[config.mk]
export PLATFORM = sky130hd
export DESIGN_NAME = break_deadtime_output_control
export DESIGN_NICKNAME = d
export VERILOG_FILES = /design/src/rtl/bdt_pkg.sv /design/src/rtl/break_deadtime_output_control.sv
export VERILOG_INCLUDE_DIRS = /design/src /design/src/rtl
export SDC_FILE = /design/constraint.sdc
export NUM_CORES = 1
export LEC_CHECK = 0
export ABC_AREA = 1
export BUFFER_PORTS_ARGS = -buffer_cell sky130_fd_sc_hd__buf_4
export CORE_UTILIZATION = 45
export CTS_CLUSTER_SIZE = 8
export DETAILED_ROUTE_END_ITERATION = 16
export PLACE_DENSITY = 0.66
export REMOVE_ABC_BUFFERS = 1
export SYNTH_ARGS = -nofsm -noshare
export SYNTH_HDL_FRONTEND = slang
export SYNTH_SLANG_ARGS = --single-unit
[constraint.sdc]
create_clock -name pclk -period 1.7 [get_ports pclk]
set_input_delay 0.255 -clock pclk [delete_from_list [all_inputs] [get_ports pclk]]
set_output_delay 0.255 -clock pclk [all_outputs]
set_load 0.1 [all_outputs]
[src/rtl/bdt_cfg.svh]
`ifndef BDT_CFG_SVH
`define BDT_CFG_SVH
// Register byte offsets
`define BDT_OFF_CONTROL      12'h000
`define BDT_OFF_CHANNEL      12'h004
`define BDT_OFF_STATUS       12'h008
// Control register field positions
`define BDT_DT_LSB           0
`define BDT_DT_MSB           7
`define BDT_LOCK_LSB         8
`define BDT_LOCK_MSB         9
`define BDT_IDLE_OFF_BIT     10
`define BDT_RUN_OFF_BIT      11
`define BDT_BRK_EN_BIT       12
`define BDT_BRK_POL_BIT      13
`define BDT_AUTO_BIT         14
`define BDT_MOE_BIT          15
`define BDT_DIRECT_BIT       16
`define BDT_CONTROL_RESET    32'h0000_0000
// Channel register layout, four bits per channel:
// true enable, true polarity, comp enable, comp polarity; idle levels at 16 + 2*ch
`define BDT_CH_STRIDE        4
`define BDT_IDLE_BASE        16
`define BDT_CHANNEL_RESET    32'h0000_0000
`endif

[src/rtl/bdt_pkg.sv]
package bdt_pkg;
  typedef enum logic [1:0] {
    LOCK_OFF,
    LOCK_L1,
    LOCK_L2,
    LOCK_L3
  } lock_level_e;
  typedef enum logic [1:0] {
    OUT_RUN,
    OUT_BREAK_WAIT,
    OUT_IDLE
  } out_state_e;
endpackage : bdt_pkg

[src/rtl/break_deadtime_output_control.sv]
`timescale 1ns/1ns
`include "bdt_cfg.svh"
module break_deadtime_output_control #(
  parameter int CHANNELS = 4
) (
  // Clock and reset
  input  wire logic                  pclk,
  input  wire logic                  presetn,
  // APB slave
  input  wire logic                  psel,
  input  wire logic                  penable,
  input  wire logic                  pwrite,
  input  wire logic [11:0]           paddr,
  input  wire logic [31:0]           pwdata,
  input  wire logic [3:0]            pstrb,
  output logic      [31:0]           prdata,
  output logic                       pready,
  output logic                       pslverr,
  // Timer core
  input  wire logic                  update_event,
  input  wire logic [CHANNELS-1:0]   ref_active,
  // Break pin, asynchronous
  input  wire logic                  break_in,
  // Power stage
  output logic      [CHANNELS-1:0]   true_channel_output,
  output logic      [CHANNELS-1:0]   true_channel_oe,
  output logic      [CHANNELS-1:0]   complementary_channel_output,
  output logic      [CHANNELS-1:0]   complementary_channel_oe
);

  // Break synchroniser
  logic                      brk_meta;
  logic                      brk_sync;
  logic                      brk_active_q;
  logic [31:0]               control;
  logic [31:0]               channel;
  logic                      first_write_done;
  bdt_pkg::out_state_e       out_state;
  logic [7:0]                brk_count;

  always_ff @(posedge pclk or negedge presetn) begin
    if (!presetn) begin
      brk_meta <= 1'b0;
      brk_sync <= 1'b0;
    end else begin
      brk_meta <= break_in;
      brk_sync <= brk_meta;
    end
  end

  // Register fields
  wire logic [7:0]  dead_time_value        = control[`BDT_DT_MSB:`BDT_DT_LSB];
  wire logic [1:0]  lock_level             = control[`BDT_LOCK_MSB:`BDT_LOCK_LSB];
  wire logic        idle_off_state_select  = control[`BDT_IDLE_OFF_BIT];
  wire logic        run_off_state_select   = control[`BDT_RUN_OFF_BIT];
  wire logic        break_enable           = control[`BDT_BRK_EN_BIT];
  wire logic        break_polarity         = control[`BDT_BRK_POL_BIT];
  wire logic        auto_output_rearm      = control[`BDT_AUTO_BIT];
  wire logic        main_output_enable     = control[`BDT_MOE_BIT];
  wire logic        direct_idle_on_break   = control[`BDT_DIRECT_BIT];

  wire logic brk_level  = break_polarity ? brk_sync : ~brk_sync;
  wire logic brk_active = break_enable & brk_level;
  wire logic brk_rise   = brk_active & ~brk_active_q;

  // Lock decode
  wire logic lock_ge1 = (lock_level != 2'(bdt_pkg::LOCK_OFF));
  wire logic lock_ge2 = (lock_level == 2'(bdt_pkg::LOCK_L2)) | (lock_level == 2'(bdt_pkg::LOCK_L3));
  wire logic lock_ge3 = (lock_level == 2'(bdt_pkg::LOCK_L3));

  // APB decode
  wire logic        apb_access = psel & penable;
  wire logic        apb_write  = apb_access & pwrite;
  wire logic        hit_ctrl   = (paddr == `BDT_OFF_CONTROL);
  wire logic        hit_chan   = (paddr == `BDT_OFF_CHANNEL);
  wire logic        hit_stat   = (paddr == `BDT_OFF_STATUS);
  wire logic        unmapped   = ~(hit_ctrl | hit_chan | hit_stat);
  wire logic [31:0] byte_mask  = {{8{pstrb[3]}}, {8{pstrb[2]}}, {8{pstrb[1]}}, {8{pstrb[0]}}};

  // Read-only mask of the control register per lock level; lock field read-only after the first write
  wire logic [31:0] ctrl_lock_mask =
      ({15'h0000, 1'b1, 16'h0000} & {32{lock_ge1}}) |
      ({16'h0000, 4'h7, 12'h000}  & {32{lock_ge1}}) |
      ({24'h00_0000, 8'hff}       & {32{lock_ge1}}) |
      ({20'h0_0000, 4'hc, 8'h00}  & {32{lock_ge2}}) |
      ({22'h00_0000, 2'h3, 8'h00} & {32{first_write_done}});
  wire logic [31:0] ctrl_wmask = byte_mask & ~ctrl_lock_mask & 32'h0001_ffff;

  // Channel register mask: idle levels at L1, polarities at L2, enables at L3
  logic [31:0] chan_lock_mask;
  always_comb begin
    chan_lock_mask = 32'h0000_0000;
    for (int i = 0; i < CHANNELS; i++) begin
      chan_lock_mask[`BDT_CH_STRIDE*i]     = lock_ge3;
      chan_lock_mask[`BDT_CH_STRIDE*i + 1] = lock_ge2;
      chan_lock_mask[`BDT_CH_STRIDE*i + 2] = lock_ge3;
      chan_lock_mask[`BDT_CH_STRIDE*i + 3] = lock_ge2;
      chan_lock_mask[`BDT_IDLE_BASE + 2*i]     = lock_ge1;
      chan_lock_mask[`BDT_IDLE_BASE + 2*i + 1] = lock_ge1;
    end
  end
  logic [31:0] chan_used;
  always_comb begin
    chan_used = 32'h0000_0000;
    for (int i = 0; i < CHANNELS; i++) begin
      chan_used[`BDT_CH_STRIDE*i +: 4]   = 4'hf;
      chan_used[`BDT_IDLE_BASE + 2*i +: 2] = 2'h3;
    end
  end
  wire logic [31:0] chan_wmask = byte_mask & ~chan_lock_mask & chan_used;

  // Main output enable next value
  wire logic sw_ctrl_wr = apb_write & hit_ctrl;
  wire logic moe_sw_val = sw_ctrl_wr & pstrb[1] ? pwdata[`BDT_MOE_BIT] : main_output_enable;
  wire logic moe_auto   = auto_output_rearm & update_event & ~brk_active;
  wire logic next_moe   = brk_active ? 1'b0 : (moe_auto | moe_sw_val);

  wire logic [31:0] ctrl_written = (control & ~ctrl_wmask) | (pwdata & ctrl_wmask);
  wire logic [31:0] next_control = sw_ctrl_wr ?
      {ctrl_written[31:`BDT_MOE_BIT+1], next_moe, ctrl_written[`BDT_MOE_BIT-1:0]} :
      {control[31:`BDT_MOE_BIT+1], next_moe, control[`BDT_MOE_BIT-1:0]};

  always_ff @(posedge pclk or negedge presetn) begin
    if (!presetn) begin
      control          <= `BDT_CONTROL_RESET;
      channel          <= `BDT_CHANNEL_RESET;
      first_write_done <= 1'b0;
      brk_active_q     <= 1'b0;
    end else begin
      control      <= next_control;
      brk_active_q <= brk_active;
      if (sw_ctrl_wr) begin
        first_write_done <= 1'b1;
      end
      if (apb_write & hit_chan) begin
        channel <= (channel & ~chan_wmask) | (pwdata & chan_wmask);
      end
    end
  end

  // Break sequencing: optional dead-time wait before idle
  always_ff @(posedge pclk or negedge presetn) begin
    if (!presetn) begin
      out_state <= bdt_pkg::OUT_IDLE;
      brk_count <= 8'h00;
    end else begin
      case (out_state)
        bdt_pkg::OUT_RUN: begin
          if (brk_rise & ~direct_idle_on_break) begin
            out_state <= bdt_pkg::OUT_BREAK_WAIT;
            brk_count <= dead_time_value;
          end else if (~main_output_enable) begin
            out_state <= bdt_pkg::OUT_IDLE;
          end
        end
        bdt_pkg::OUT_BREAK_WAIT: begin
          if (brk_count == 8'h00) begin
            out_state <= bdt_pkg::OUT_IDLE;
          end else begin
            brk_count <= brk_count - 8'h01;
          end
        end
        bdt_pkg::OUT_IDLE: begin
          if (main_output_enable) begin
            out_state <= bdt_pkg::OUT_RUN;
          end
        end
        default: out_state <= bdt_pkg::OUT_IDLE;
      endcase
    end
  end

  wire logic run_mode = (out_state != bdt_pkg::OUT_IDLE);

  // Per-channel output stage with dead-time on both edges of ref_active
  genvar g;
  generate
    for (g = 0; g < CHANNELS; g++) begin : g_ch
      wire logic te   = channel[`BDT_CH_STRIDE*g];
      wire logic tp   = channel[`BDT_CH_STRIDE*g + 1];
      wire logic ce   = channel[`BDT_CH_STRIDE*g + 2];
      wire logic cp   = channel[`BDT_CH_STRIDE*g + 3];
      wire logic tidl = channel[`BDT_IDLE_BASE + 2*g];
      wire logic cidl = channel[`BDT_IDLE_BASE + 2*g + 1];
      logic       ref_q;
      logic [7:0] dt_cnt;
      wire logic  edge_seen = (ref_active[g] != ref_q);
      wire logic  dt_busy   = (dt_cnt != 8'h00);
      // Raw active levels after dead-time insertion
      wire logic  t_act = ref_q & ~dt_busy & ~edge_seen;
      wire logic  c_act = ~ref_q & ~dt_busy & ~edge_seen;
      wire logic  comp_mode = te & ce;
      // Run mode: enabled channels drive; off-state select keeps the inactive level driven
      wire logic  t_run_oe = te | (run_off_state_select & ce);
      wire logic  c_run_oe = ce | (run_off_state_select & te);
      wire logic  t_run_lv = (te ? (comp_mode ? t_act : ref_active[g]) : 1'b0) ^ tp;
      wire logic  c_run_lv = (ce ? (comp_mode ? c_act : ~ref_active[g]) : 1'b0) ^ cp;
      // Idle mode: off-state idle select drives idle levels, else outputs released
      wire logic  idle_oe  = idle_off_state_select & (te | ce);
      wire logic  next_t_oe = run_mode ? t_run_oe : idle_oe;
      wire logic  next_c_oe = run_mode ? c_run_oe : idle_oe;
      wire logic  next_t_lv = run_mode ? t_run_lv : tidl;
      wire logic  next_c_lv = run_mode ? c_run_lv : cidl;

      always_ff @(posedge pclk or negedge presetn) begin
        if (!presetn) begin
          ref_q                           <= 1'b0;
          dt_cnt                          <= 8'h00;
          true_channel_output[g]          <= 1'b0;
          true_channel_oe[g]              <= 1'b0;
          complementary_channel_output[g] <= 1'b0;
          complementary_channel_oe[g]     <= 1'b0;
        end else begin
          ref_q <= ref_active[g];
          if (edge_seen) begin
            dt_cnt <= dead_time_value;
          end else if (dt_busy) begin
            dt_cnt <= dt_cnt - 8'h01;
          end
          true_channel_output[g]          <= next_t_lv;
          true_channel_oe[g]              <= next_t_oe;
          complementary_channel_output[g] <= next_c_lv;
          complementary_channel_oe[g]     <= next_c_oe;
        end
      end
    end
  endgenerate

  // APB read and response
  wire logic [31:0] status_word = {28'h000_0000, brk_sync, brk_active, run_mode, first_write_done};
  wire logic [31:0] next_prdata = hit_ctrl ? control :
                                  hit_chan ? channel :
                                  hit_stat ? status_word : 32'h0000_0000;

  always_ff @(posedge pclk or negedge presetn) begin
    if (!presetn) begin
      prdata  <= 32'h0000_0000;
      pready  <= 1'b0;
      pslverr <= 1'b0;
    end else begin
      pready  <= psel & ~penable;
      pslverr <= psel & ~penable & unmapped;
      if (psel & ~penable & ~pwrite) begin
        prdata <= next_prdata;
      end
    end
  end

endmodule : break_deadtime_output_control

* Word level (Yosys, flattened, before mapping)
Cells that the tools add are included.
Storage, ports and cells: register bits after elaboration 164, bits of input ports 59, output and inout bits 50
Cells by class: add/sub/neg operators 5, equality and inequality tests 16, multiplexer cells 54, bitwise gates (word level) 108, reductions and logical operators 15
Operators with widths (count):
- 8-bit 2-to-1 mux | 10
- 32-bit bitwise AND | 2
- 32-bit 2-to-1 mux | 2
- 32-bit OR | 2
- 1-bit bitwise AND | 45
- 8-bit by 1-bit subtractor with 8-bit output, second input constant | 5
- 1-bit 2-to-1 mux | 35
- 32-bit by 17-bit bitwise AND with 32-bit output | 1
- 32-bit by 24-bit bitwise AND with 32-bit output | 1
- 17-bit NOT with 32-bit output | 1
- 24-bit NOT with 32-bit output | 1
- 8-bit nonzero test | 4
- 24-bit bitwise AND | 1
- 24-bit NOT | 1
- 1-bit NOT | 23
- 17-bit bitwise AND | 1
- 17-bit NOT | 1
- 17-bit by 10-bit OR with 17-bit output | 1
- 17-bit by 12-bit OR with 17-bit output | 1
- 17-bit by 15-bit OR with 17-bit output | 1
- 17-bit by 8-bit OR with 17-bit output | 1
- 1-bit OR | 16
- 8-bit case mux with 2 select lines | 1
- 12-bit by 3-bit equality test with 1-bit output, second input constant | 1
- other kinds (15) | 40

* Depth between registers and ports, before layout
depth in word-level cells 10, mapped depth 10

* Least setup slack after synthesis
OpenSTA, ideal clock, no wires.
path kind register to register, start reg out_state[1], end reg complementary_channel_output[1], data arrival time 1.280 ns, required time 1.566 ns, setup slack 0.287 ns, stages on the path, launching flop included 7, path buffers 1, path through dfstp_2 -> inv_2 -> nor2_1 -> inv_1 -> clkbuf_1 -> nand3_1 -> o21ai_0
Between the ends: longest elaborated chain between the ends 2
Ends and longest elaborated chain:
- from (decl) | line break_deadtime_output_control.sv:38 | bdt_pkg::out_state_e out_state;
- from (signal assigned) | line break_deadtime_output_control.sv:144 | out_state <= bdt_pkg::OUT_IDLE;
- from (signal assigned) | line break_deadtime_output_control.sv:150 | out_state <= bdt_pkg::OUT_BREAK_WAIT;
- from (signal assigned) | line break_deadtime_output_control.sv:153 | out_state <= bdt_pkg::OUT_IDLE;
- 2-bit inequality test | line break_deadtime_output_control.sv:173 | wire logic run_mode = (out_state != bdt_pkg::OUT_IDLE);
- 1-bit 2-to-1 mux | line break_deadtime_output_control.sv:203 | wire logic next_c_lv = run_mode ? c_run_lv : cidl;
- named net g_ch[1].next_c_lv | line break_deadtime_output_control.sv:203
- to (signal, indexed assignment) | line break_deadtime_output_control.sv:222 | complementary_channel_output[g] <= next_c_lv;
- to (decl) | line break_deadtime_output_control.sv:27 | output logic [CHANNELS-1:0] complementary_channel_output,
The timed path passes the listed nets, and every way through them passes these cells. A chain may end at the register's enable or synchronous reset.

* Worst setup path after layout
start reg out_state[1], end reg true_channel_oe[0]
Between the ends: longest elaborated chain between the ends 2
Ends and longest elaborated chain:
- 2-bit inequality test | line break_deadtime_output_control.sv:173
- 1-bit 2-to-1 mux | line break_deadtime_output_control.sv:200 | wire logic next_t_oe = run_mode ? t_run_oe : idle_oe;
- named net g_ch[0].next_t_oe | line break_deadtime_output_control.sv:200
- to (signal, indexed assignment) | line break_deadtime_output_control.sv:221 | true_channel_oe[g] <= next_t_oe;
- to (decl) | line break_deadtime_output_control.sv:26 | output logic [CHANNELS-1:0] true_channel_oe,
The timed path passes the listed nets, and every way through them passes these cells.

==> tab_implementation.tex <==
\begin{tabular}{lr}
\hline
Metric & Value \\
\hline
\multicolumn{2}{l}{\textbf{Power}} \\
\quad Leakage & 0.00451 µW \\
\quad Total power divided by cell area & 1070 nW/µm² \\
\quad Largest voltage drop on the vdd net & 0.696 mV \\
\multicolumn{2}{l}{\textbf{Clock network}} \\
\quad Clk Tree Root Cell & sky130\_fd\_sc\_hd\_\_clkbuf\_16 \\
\quad Clock tree from TritonCTS & done \\
\quad Number of sinks on the clock net & 133 \\
\quad Number of buffers inserted during clock tree synthesis & 17 \\
\quad \# H-tree levels & 4 \\
\quad Largest buffer count on any clock path & 2 \\
\quad Clock Latency Late Sink & 0.42 ns \\
\quad Buffers inserted during post-CTS setup optimization & 0 \\
\quad Reg clk slew, reported paths & 0.06 ns \\
\multicolumn{2}{l}{\textbf{Worst setup path}} \\
\quad Largest driver fanout on the critical path & 8 \\
\quad Number of cells on the worst reg-to-reg path & 5 \\
\quad Launching element of the worst setup path & out\_state[1] \\
\quad Reg2Reg Launch Point & out\_state[1] \\
\quad Type of the worst setup path & flop to flop \\
\quad Endpoint type of the worst setup path & flop \\
\quad CP Launch Type & flop \\
\quad Data arrival time of the critical path & 1.85 ns \\
\quad Required @ worst endpoint & about 2 ns \\
\multicolumn{2}{l}{\textbf{Drt}} \\
\quad Total Wirelength & 17600 µm \\
\quad Routed vias & 5943 \\
\quad Via density per instance & 4.97 \\
\quad DR WL/cell & 14.7 µm \\
\quad Detailed Routing Iterations Pass 1 & 6 \\
\quad DRT antenna net count & 0 \\
\quad Drc violations & 0 \\
\quad Detailed router's first-iteration violation count & 362 \\
\multicolumn{2}{l}{\textbf{Cells and area}} \\
\quad Commonest non-fill, non-tap cells in the layout & sky130\_fd\_sc\_hd\_\_nand2\_1 (226), sky130\_fd\_sc\_hd\_\_dfrtp\_1 (132), sky130\_fd\_sc\_hd\_\_inv\_1 (129) \\
\quad Post-layout net count & approximately 1100 \\
\quad Fraction of layout instances using a drive strength above 1 & 20.2\% \\
\quad Most frequent standard cell in the layout excluding fill and tap cells & sky130\_fd\_sc\_hd\_\_nand2\_1 \\
\quad Final antenna diode count & 0 \\
\quad Storage element area & roughly 3300 µm² \\
\quad Layout overhead on the synthesized area & 25.2\% \\
\quad Fillcell total & around 1400 \\
\quad Area of combinational cells with multiple inputs & 2970 µm² \\
\multicolumn{2}{l}{\textbf{STA}} \\
\quad Post-route worst hold slack & 0.0341 ns \\
\quad Layout Skew & 0.00832 ns \\
\quad Worst path setup slack after routing & roughly 0.15 ns \\
\quad Max frequency & around 650 MHz \\
\quad Unrepaired setup endpoints after global routing & no \\
\quad Shortest clock period the worst path allows after layout & 1.55 ns \\
\quad Period Utilization, post-route & 91.1\% \\
\quad Max-slew violation count & 0 \\
\quad Final count of hold timing violations & 0 \\
\quad Setup TNS & 0 ns \\
\quad Setup violators final & 0 \\
\multicolumn{2}{l}{\textbf{Synthesis}} \\
\quad Number of library cell types mapped by synthesis & 40 \\
\quad Synthesis warning total & 0 \\
\quad Synthesized area & 6930 µm² \\
\quad Post-synthesis register bit count & 133 \\
\quad Part of the Yosys area used for sequential elements & $\sim$48\% \\
\quad Number of cells produced by synthesis & roughly 880 \\
\quad Mean post-synth cell area & roughly 7.9 µm² \\
\multicolumn{2}{l}{\textbf{Floorplan}} \\
\quad Die footprint & 15900 µm² \\
\quad Initial Util & a little under half \\
\quad Core area & 14800 µm² \\
\quad Width of the die & 126 µm \\
\quad Die Ht & 126 µm \\
\quad Count of boundary I/O pins & 109 \\
\quad Number of rows created at floorplan & 44 \\
\multicolumn{2}{l}{\textbf{Min path}} \\
\quad Launch point of the worst hold path & penable \\
\quad Hold WC Path Type & input pin to flop \\
\quad Worst hold path depth & 2 \\
\multicolumn{2}{l}{\textbf{Global route}} \\
\quad Global route total overflow & 0 \\
\quad Largest net degree at the start of global routing & 36 \\
\quad Fraction of met3 tracks used by global routing & 4.97\% \\
\quad First-pass GRT wire length & 28800 µm \\
\quad Global-route met2 utilization & a little under two fifths \\
\quad GRT Overall Usage & 23.6\% \\
\quad Met1 Resource Use GR & 31.8\% \\
\quad Antenna violations before repair & 0 \\
\quad Via count of the first global-routing pass & 5630 \\
\quad Gr busiest metal & met2 \\
\multicolumn{2}{l}{\textbf{Place}} \\
\quad DP HPWL & 12700 µm \\
\quad Port Buffer Count & 91 \\
\quad Last weighted congestion value of the routability-driven placer & 0.829 \\
\quad Post-place setup slack & 0.0868 ns \\
\multicolumn{2}{l}{\textbf{Run status}} \\
\quad Result of the run & finished, final reports clean \\
\multicolumn{2}{l}{\textbf{Run}} \\
\quad Max-cap violations & 0 \\
\hline
\end{tabular}
-- cell families (layout without fill, tap and decap cells) --
family	Yosys count	in the layout	synth area share, %
fa+ha+maj	10	10	1.81
flops	133	133	48.0
buf+inv	161	288	9.62
xor+xnor	10	10	1.37
other cells	1	8	0.0541
compound gates	173	173	14.2
simple gates	390	390	24.9
-- cell type report --
cell class,instances,area share [%]
flip-flops and latches,133,38.4
clock inverters,13,2.65
well taps,184,2.65
inverters,133,5.75
multi-input cells,591,34.3
repair buffers,124,11.2
clock buffers,18,5.06
-- metal layers --
layer | part of all wire [%] | up-vias
li1 | - | 3024
met1 | 46 | 2759
met2 | 47 | 140
met3 | 4.4 | 20
met4 | 2.0 | 0
met5 | 0 | -
-- synth_stat cells (all sizes together) --
cell type	instances	area, µm²
a211oi	1	7.51
a21oi	33	191
a31oi	5	31.3
buf	21	141
clkbuf	7	26.3
conb	1	3.75
dfrtp	132	3300
dfstp	1	26.3
ha	10	125
inv	133	499
nand2	235	927
nand3	46	273
nand4	3	18.8
nor2	89	403
nor3	12	71.3
nor3b	1	7.51
o211ai	5	37.5
o21a	1	7.51
o21ai	109	579
o21bai	3	22.5
o22ai	9	56.3
o31ai	7	52.6
or2	4	25.0
xnor2	3	33.8
xor2	7	61.3
-- worst paths after layout --
kind / to / slack (ns)
hold reg to reg: brk_sync / 0.35
setup / recovery: true_channel_oe[0] / 0.15
min in group asynchronous: g_ch[1].dt_cnt[3] / 0.30
hold / removal: pready / 0.03
max in group asynchronous: async pin / 0.72
setup reg to reg: true_channel_oe[0] / 0.15
-- critical path: stages, from the launching register on --
cell and delay, ns:
sky130_fd_sc_hd__dfstp_2 0.55, sky130_fd_sc_hd__inv_2 0.04, sky130_fd_sc_hd__nor2_1 0.17, sky130_fd_sc_hd__buf_4 0.17
sky130_fd_sc_hd__nand2_1 0.17, sky130_fd_sc_hd__a21oi_1 0.33
-- stage by stage --
stage | power, µW | std cells | cell area (µm²) | utilization, %
after floorplan | 4700 | 857 | 6790 | -
after detailed placement | 5190 | 1159 | 7940 | 53.8
after CTS | 9400 | 1196 | 8660 | 58.7
final | 9320 | 1196 | 8680 | 58.8
after global routing | 9740 | 1196 | 8680 | 58.8
after global placement | 5170 | 1159 | 7940 | 53.8
-- power by group --
part	switching [µW]	total (µW)	internal (µW)	leakage, µW
Sequential	153	3540	3390	0.00171
Clock	1390	4170	2780	0.000318
Combinational	1090	1610	520	0.00248
-- what timing repair did --
action / CTS / global route
hold buffers: 6 / 0
setup endpoints to repair: 0 / 10
resized for setup: 0 / 3
endpoints found under the hold margin: 36 / 0
No activity file was read; power rests on OpenSTA's default activity.
